**config.mk**
```make
export PLATFORM = sky130hd
export DESIGN_NAME = host_event_status_and_mask
export DESIGN_NICKNAME = d
export VERILOG_FILES = /design/src/host_event_pkg.sv /design/src/host_event_status_and_mask.sv
export SDC_FILE = /design/constraint.sdc
export NUM_CORES = 1
export LEC_CHECK = 0
export ABC_AREA = 1
export BUFFER_PORTS_ARGS = -buffer_cell sky130_fd_sc_hd__buf_2
export CORE_ASPECT_RATIO = 2
export CORE_MARGIN = 2
export CORE_UTILIZATION = 35
export CTS_BUF_LIST = sky130_fd_sc_hd__clkbuf_2
export DETAILED_ROUTE_END_ITERATION = 12
export PLACE_DENSITY = 0.58
export SYNTH_ARGS = -nofsm -noshare
export SYNTH_HDL_FRONTEND = slang
export SYNTH_SLANG_ARGS = --single-unit
```
**constraint.sdc**
```tcl
create_clock -name clk -period 1.5 [get_ports clk]
set_clock_uncertainty 0.15 [all_clocks]
set_input_delay 0.15 -clock clk [delete_from_list [all_inputs] [get_ports clk]]
set_output_delay 0.15 -clock clk [all_outputs]
set_load 0.005 [all_outputs]
```
**src/host_event_pkg.sv**
```systemverilog
`default_nettype none
package host_event_pkg;
  // ----------------------------------------------------------------
  // Command codes (bit 7 set means write)
  // ----------------------------------------------------------------
  localparam logic [7:0] CMD_STATE_RD = 8'h02;
  localparam logic [7:0] CMD_FLAGS_RD = 8'h03;
  localparam logic [7:0] CMD_FLAGS_WR = 8'h83;
  localparam logic [7:0] CMD_MASK_RD = 8'h04;
  localparam logic [7:0] CMD_MASK_WR = 8'h84;
  localparam logic [7:0] CMD_MASK_CLR_RD = 8'h05;
  localparam logic [7:0] CMD_MASK_CLR_WR = 8'h85;

  // ----------------------------------------------------------------
  // Field positions
  // ----------------------------------------------------------------
  localparam int FLAG_W = 7;
  localparam int BIT_OVERRUN = 0;
  localparam int BIT_FRAME_BEGIN = 2;
  localparam int BIT_RESUME = 3;
  localparam int BIT_FAULT = 4;
  localparam int BIT_WRAP = 5;
  localparam int BIT_PORT_CHANGE = 6;
  localparam int BIT_GATE = 31;
  localparam int FRAME_MSB = 15;
  localparam int FRAME_W = 16;
  localparam int SOC_LSB = 16;
  localparam int SOC_W = 2;
  localparam int PORT_STATE_W = 32;

  // Enable bits that software may touch (bit 1 reserved)
  localparam logic [6:0] MASK_WRITABLE = 7'h7d;
  // Flags that hardware can ever set (fault and bit 1 stay zero)
  localparam logic [6:0] FLAG_IMPL = 7'h6d;

  // ----------------------------------------------------------------
  // Reset values
  // ----------------------------------------------------------------
  localparam logic [6:0] FLAGS_RST = 7'h00;
  localparam logic [6:0] MASK_RST = 7'h00;
  localparam logic GATE_RST = 1'b0;
  localparam logic [1:0] SOC_RST = 2'h0;
  localparam logic [31:0] RD_RST = 32'h0000_0000;
endpackage
`default_nettype wire

```
**src/host_event_status_and_mask.sv**
```systemverilog
`default_nettype none
module host_event_status_and_mask
  import host_event_pkg::*;
#(
  parameter int NUM_PORTS = 2
) (
  input wire logic clk,                                   // 25 MHz clock
  input wire logic reset_n,                               // Sync reset, active low
  input wire logic cmd_valid,                             // Command strobe, one cycle
  input wire logic [7:0] cmd_code,                        // Command code
  input wire logic [31:0] cmd_wdata,                      // Write data
  output logic [31:0] rd_data,                            // Read data, registered
  output logic rd_valid,                                  // Read answer strobe
  input wire logic [NUM_PORTS*PORT_STATE_W-1:0] root_port_state, // Port status bits
  input wire logic [FRAME_W-1:0] frame_index,             // Frame number counter
  input wire logic device_resume,                         // Resume signaling from device
  input wire logic resume_state_sw,                       // Software put us in resume state
  input wire logic frame_start,                           // Start of frame pulse
  input wire logic schedule_overrun,                      // Overrun pulse
  output logic sof_token,                                 // Start-of-frame token request
  output logic [SOC_W-1:0] overrun_count,                 // Overrun counter
  output logic irq_req                                    // Interrupt request, high
);

  // ----------------------------------------------------------------
  // Helpers
  // ----------------------------------------------------------------
  // Write data field when the given code is on the command port
  function automatic logic [6:0] wr_bits(input logic v, input logic [7:0] code,
                                         input logic [7:0] want, input logic [31:0] d);
    wr_bits = (v && code == want) ? d[6:0] : 7'h00;
  endfunction

  function automatic logic wr_bit31(input logic v, input logic [7:0] code,
                                    input logic [7:0] want, input logic [31:0] d);
    wr_bit31 = v && code == want && d[BIT_GATE];
  endfunction

  // ----------------------------------------------------------------
  // State
  // ----------------------------------------------------------------
  logic [6:0] flags_reg;
  logic [6:0] flags_next;
  logic [6:0] mask_reg;
  logic [6:0] mask_next;
  logic gate_reg;
  logic gate_next;
  logic [SOC_W-1:0] soc_reg;
  logic [NUM_PORTS*PORT_STATE_W-1:0] port_prev_reg;
  logic frame_msb_prev_reg;
  logic resume_prev_reg;
  logic primed_reg;
  logic sof_reg;
  logic [31:0] rd_data_reg;
  logic rd_valid_reg;
  logic [6:0] hw_set;
  logic [6:0] sw_clr;
  logic [6:0] en_set;
  logic [6:0] en_clr;
  logic port_changed;
  logic frame_wrapped;
  logic resume_rise;

  // ----------------------------------------------------------------
  // Event detection
  // ----------------------------------------------------------------
  // Edge detectors are held off for one cycle after reset so the
  // first sample of the inputs is not mistaken for a change.
  assign port_changed = primed_reg && (root_port_state != port_prev_reg);
  assign frame_wrapped = primed_reg && (frame_index[FRAME_MSB] != frame_msb_prev_reg);
  // Only a device-driven rise counts, not software's own resume
  assign resume_rise = primed_reg && device_resume && !resume_prev_reg
                       && !resume_state_sw;

  // Set vector; fault source is never raised here
  always_comb begin
    hw_set = 7'h00;
    hw_set[BIT_PORT_CHANGE] = port_changed;
    hw_set[BIT_WRAP] = frame_wrapped;
    hw_set[BIT_RESUME] = resume_rise;
    hw_set[BIT_FRAME_BEGIN] = frame_start;
    hw_set[BIT_OVERRUN] = schedule_overrun;
  end

  // Previous-value samples
  always_ff @(posedge clk) begin
    if (!reset_n) begin
      port_prev_reg <= '0;
      frame_msb_prev_reg <= 1'b0;
      resume_prev_reg <= 1'b0;
      primed_reg <= 1'b0;
    end else begin
      port_prev_reg <= root_port_state;
      frame_msb_prev_reg <= frame_index[FRAME_MSB];
      resume_prev_reg <= device_resume;
      primed_reg <= 1'b1;
    end
  end

  // ----------------------------------------------------------------
  // Status flags
  // ----------------------------------------------------------------
  assign sw_clr = wr_bits(cmd_valid, cmd_code, CMD_FLAGS_WR, cmd_wdata);
  // Set wins over a clear in the same cycle so no event is lost;
  // software can only remove bits, never add them.
  assign flags_next = ((flags_reg & ~sw_clr) | hw_set) & FLAG_IMPL;

  always_ff @(posedge clk) begin
    if (!reset_n) begin
      flags_reg <= FLAGS_RST;
    end else begin
      flags_reg <= flags_next;
    end
  end

  // ----------------------------------------------------------------
  // Enables and global gate
  // ----------------------------------------------------------------
  assign en_set = wr_bits(cmd_valid, cmd_code, CMD_MASK_WR, cmd_wdata);
  assign en_clr = wr_bits(cmd_valid, cmd_code, CMD_MASK_CLR_WR, cmd_wdata);
  assign mask_next = ((mask_reg | en_set) & ~en_clr) & MASK_WRITABLE;
  assign gate_next = (gate_reg | wr_bit31(cmd_valid, cmd_code, CMD_MASK_WR, cmd_wdata))
                     & !wr_bit31(cmd_valid, cmd_code, CMD_MASK_CLR_WR, cmd_wdata);

  always_ff @(posedge clk) begin
    if (!reset_n) begin
      mask_reg <= MASK_RST;
      gate_reg <= GATE_RST;
    end else begin
      mask_reg <= mask_next;
      gate_reg <= gate_next;
    end
  end

  // ----------------------------------------------------------------
  // Overrun counter and frame token
  // ----------------------------------------------------------------
  // Counts every overrun regardless of the flag; wraps naturally
  always_ff @(posedge clk) begin
    if (!reset_n) begin
      soc_reg <= SOC_RST;
    end else if (schedule_overrun) begin
      soc_reg <= soc_reg + 2'h1;
    end
  end

  always_ff @(posedge clk) begin
    if (!reset_n) begin
      sof_reg <= 1'b0;
    end else begin
      sof_reg <= frame_start;
    end
  end

  // ----------------------------------------------------------------
  // Read port
  // ----------------------------------------------------------------
  // Any code without bit 7 answers next cycle; unknown codes read zero
  always_ff @(posedge clk) begin
    if (!reset_n) begin
      rd_data_reg <= RD_RST;
      rd_valid_reg <= 1'b0;
    end else begin
      rd_valid_reg <= cmd_valid && !cmd_code[7];
      rd_data_reg <= RD_RST;
      if (cmd_valid) begin
        case (cmd_code)
          CMD_FLAGS_RD: rd_data_reg <= {25'h0, flags_reg};
          CMD_MASK_RD, CMD_MASK_CLR_RD: begin
            rd_data_reg <= {gate_reg, 24'h0, mask_reg};
          end
          CMD_STATE_RD: rd_data_reg <= {14'h0, soc_reg, 16'h0};
          default: rd_data_reg <= RD_RST;
        endcase
      end
    end
  end

  // ----------------------------------------------------------------
  // Outputs
  // ----------------------------------------------------------------
  assign rd_data = rd_data_reg;
  assign rd_valid = rd_valid_reg;
  assign sof_token = sof_reg;
  assign overrun_count = soc_reg;
  // Level built from registers only, so it cannot glitch on writes
  assign irq_req = gate_reg && |(flags_reg & mask_reg);
endmodule
`default_nettype wire

```
==> metrics.md <==
| Metric | Value |
|---|---|
| HP Start | `cmd_code[6]` |
| Max-cap violations | `0` |
| Multi-input gate area | `0.00184 sq mm` |
| Fin Setup TNS | `-0.635 ns` |
| Rows | `57` |
| Final worst path period need | `1.84 ns` |
| Endpoint class of the critical path | `primary output` |
| Vias in the first global route | `4,358` |
| Routed len/inst | `9.98 microns` |
| Critical Path AT | `1.54 ns` |
| Initial antenna violation count | `1` |
| Power per cell area | `701 mW/mm^2` |
| Worst reg2reg path startpoint | `port_prev_reg[49]` |
| Synth cell types | `27` |
| Die Wd | `83.2 microns` |
| DP HPWL | `7030 microns` |
| Starting density of the core | `36.0%` |
| Layout Nets | `1,067` |
| Vias per cell | `4.11` |
| Root buffer cell | `clkbuf_2` |
| Reg-to-Reg End | `flags_reg[6]` |
| Worst setup startpoint | `mask_reg[5]` |
| Synth Area in Adders | `0%` |
| Filler instances | `1,187` |
| Min-Delay Endpoint | `flags_reg[0]` |
| Post-Synth XOR/XNOR Area | `2.19%` |
| Combinational family with the most area after synthesis | `simple AND/OR/NAND/NOR gates` |
| WHS Path Cells | `7` |
| Gpl congestion | `0.780` |
| Gr ovfl total | `0` |
| Die area | `0.0135 sq mm` |
| Failing checks | `setup timing` |
| Area grow syn2layout | `51.3%` |
| Pre-CTS WS | `0.0128 ns` |
| Reg2reg path depth | `10` |
| First-pass GRT wire length | `18,200 microns` |
| Syn Area/Cell | `6.39 sq um` |
| Pins Over Slew Limit | `0` |
| CTS tree | `done` |
| Multiplexer share of the synthesized area | `0%` |
| Reg area | `0.00187 sq mm` |
| Compound-Gate Fraction of Synth Area | `4.05%` |
| Worst-Skew Late Latency | `0.56 ns` |
| H-tree levels | `3` |
| Cells after Synth | `687` |
| Pleak | `3.77 nW` |
| Crit-path leading delay family | `flip-flops` |
| Gr usage total | `16.5%` |
| CTS clock-pin slew for the worst setup and hold paths | `0.29 ns` |
| Detail Route Antenna Nets | `0` |
| DRC viols | `0` |
| Clock Sinks | `92` |
| Final Hold Vio Count | `0` |
| Ratio of cells with drive above 1 in the final layout | `18.4%` |
| Worst path slowest cell | `dfxtp_2` |
| IO Count | `164` |
| Vias | `4,489` |
| Worst path buffer plus inverter count | `2` |
| Post-Syn Area | `0.00439 sq mm` |
| Synthesis-stage register bit count | `92` |
| Pre-Repair DR Iteration Count | `4` |
| Worst setup margin | `-0.336 ns` |
| Hold_ws | `0.00865 ns` |
| Number of CTS-inserted buffers | `9` |
| IO Port Bufs | `100` |
| Largest register FFs | `64` |
| FMAX | `545 MHz` |
| Status | `finished with violations` |
| Synth Area in Simple Gates | `32.4%` |
| RSZ-0062 raised after global routing | `true` |
| Cell Chain, Critical Path | `nand2_2 -> nand3_2 -> a221oi_2 -> buf_4 -> nor2_2 -> buf_2` |
| Sequential cell area fraction in the yosys report | `41.9%` |
| Crit path kind | `reg -> out` |
| CP peak stage delay | `0.38 ns` |
| Worst Path Max Fanout | `2` |
| Largest net degree at the start of global routing | `29` |
| WP data required | `1.20 ns` |
| R2R Setup Slk | `0 ns` |
| Die Span Y | `162 microns` |
| Period utilisation layout | `122%` |
| Setup violators final | `2` |
| Synth Warn # | `0` |
| Worst hold path class | `in -> reg` |
| CP startpoint kind | `register` |
| WL final | `10,900 microns` |
| VDD IR max | `0.000536 V` |
| CTS Buffer Depth | `2` |
| 1st-iter DRT viols | `140` |
| Core footprint | `0.0122 sq mm` |
[worst max-delay path by stage]
stage / endpoint / slack [ns] / cells after the start
6_report: irq_req / -0.34 / 6
5_1_grt: irq_req / -0.45 / 6
4_1_cts: irq_req / -0.42 / 6
3_5_place_dp: flags_reg[6] / 0.01 / 10
3_3_place_gp: gate_reg / 0.04 / 6
2_1_floorplan: flags_reg[6] / 0.29 / 11
[area by class of cell]
class                   instances  area share [%]
flip-flops and latches         92            28.1
repair buffers                252            30.3
clock inverters                 7           0.753
well taps                     147            2.77
inverters                     171            9.66
multi-input cells             414            27.7
clock buffers                   9           0.678
diodes                          1          0.0377
[report_power, final]
group | switching [mW] | total (mW) | internal (mW)
Combinational | 0.404 | 0.898 | 0.494
Clock | 0.906 | 1.13 | 0.225
Sequential | 0.0569 | 2.63 | 2.57
[through the flow]
stage	area (sq um)	cells	power (mW)	utilization (%)
2_1_floorplan	4470	709	3.05	-
3_3_place_gp	5010	932	3.23	41.1
3_5_place_dp	5010	932	3.25	41.1
4_1_cts	6520	1086	4.70	53.4
5_1_grt	6640	1093	4.95	54.5
6_report	6640	1093	4.65	54.5
[kinds of logic (layout without fill, tap and decap cells)]
logic type             after synthesis  after routing
AO/OA/AOI/OAI                       27             27
XOR/XNOR                            11             11
buffers and inverters              203            439
flip-flops                          92             92
other                                1             24
AND/OR/NAND/NOR                    353            353
[synth_stat cells]
cell | n | share of area (%)
a221oi_2 | 2 | 0.68
o21ai_0 | 6 | 0.68
xor2_1 | 11 | 2.2
a221oi_1 | 1 | 0.20
nor2_4 | 2 | 0.51
o21ai_1 | 5 | 0.57
dfxtp_1 | 92 | 42
nand2_1 | 230 | 20
conb_1 | 1 | 0.085
inv_1 | 170 | 15
clkbuf_1 | 7 | 0.60
nand3_1 | 7 | 0.80
nand3b_4 | 1 | 0.46
nor3_4 | 1 | 0.37
o31ai_4 | 1 | 0.48
nand3_2 | 1 | 0.23
nand4_2 | 1 | 0.28
nor2_1 | 103 | 8.8
nand2_2 | 2 | 0.28
o211ai_1 | 1 | 0.17
nor2_2 | 1 | 0.14
nor3_1 | 3 | 0.34
inv_2 | 1 | 0.085
a21oi_1 | 11 | 1.3
nor4_4 | 1 | 0.48
buf_4 | 23 | 3.9
buf_2 | 2 | 0.23
[worst min-delay path: stages]
cell and delay (ns):
buf_2 0.07, inv_1 0.04, nand2_2 0.08, nor3_4 0.05, nand4_4 0.11, o21ai_0 0.08
a21oi_1 0.12
[per-layer routing]
layer  global-route usage, %  share of wire [%]
met1                    16.0                 38
met5                       0                  0
met3                    2.94                3.2
met2                    33.1                 56
met4                    6.86                2.2
[cells in the final DEF (no fill, tap or decap), drive strengths merged]
master,instances
diode,1
buf,110
o21ai,11
o31ai,1
nor2,106
nand3b,1
dlygate4sd3,141
conb,23
dlymetal6s4s,1
xor2,11
a221oi,3
nor4,1
inv,173
clkinvlp,2
clkinv,3
nand3,8
nand2,232
o211ai,1
dfxtp,92
nand4,1
clkbuf,9
nor3,4
a21oi,11
[timing repair]
action,in CTS,in global routing
endpoints found under the hold margin,92,22
pin swaps,2,17
buffers inserted,1,1
hold buffers,137,12
resized for setup,14,29
setup endpoints to repair,3,37
Note: power is estimated with default switching activity, not from simulation.
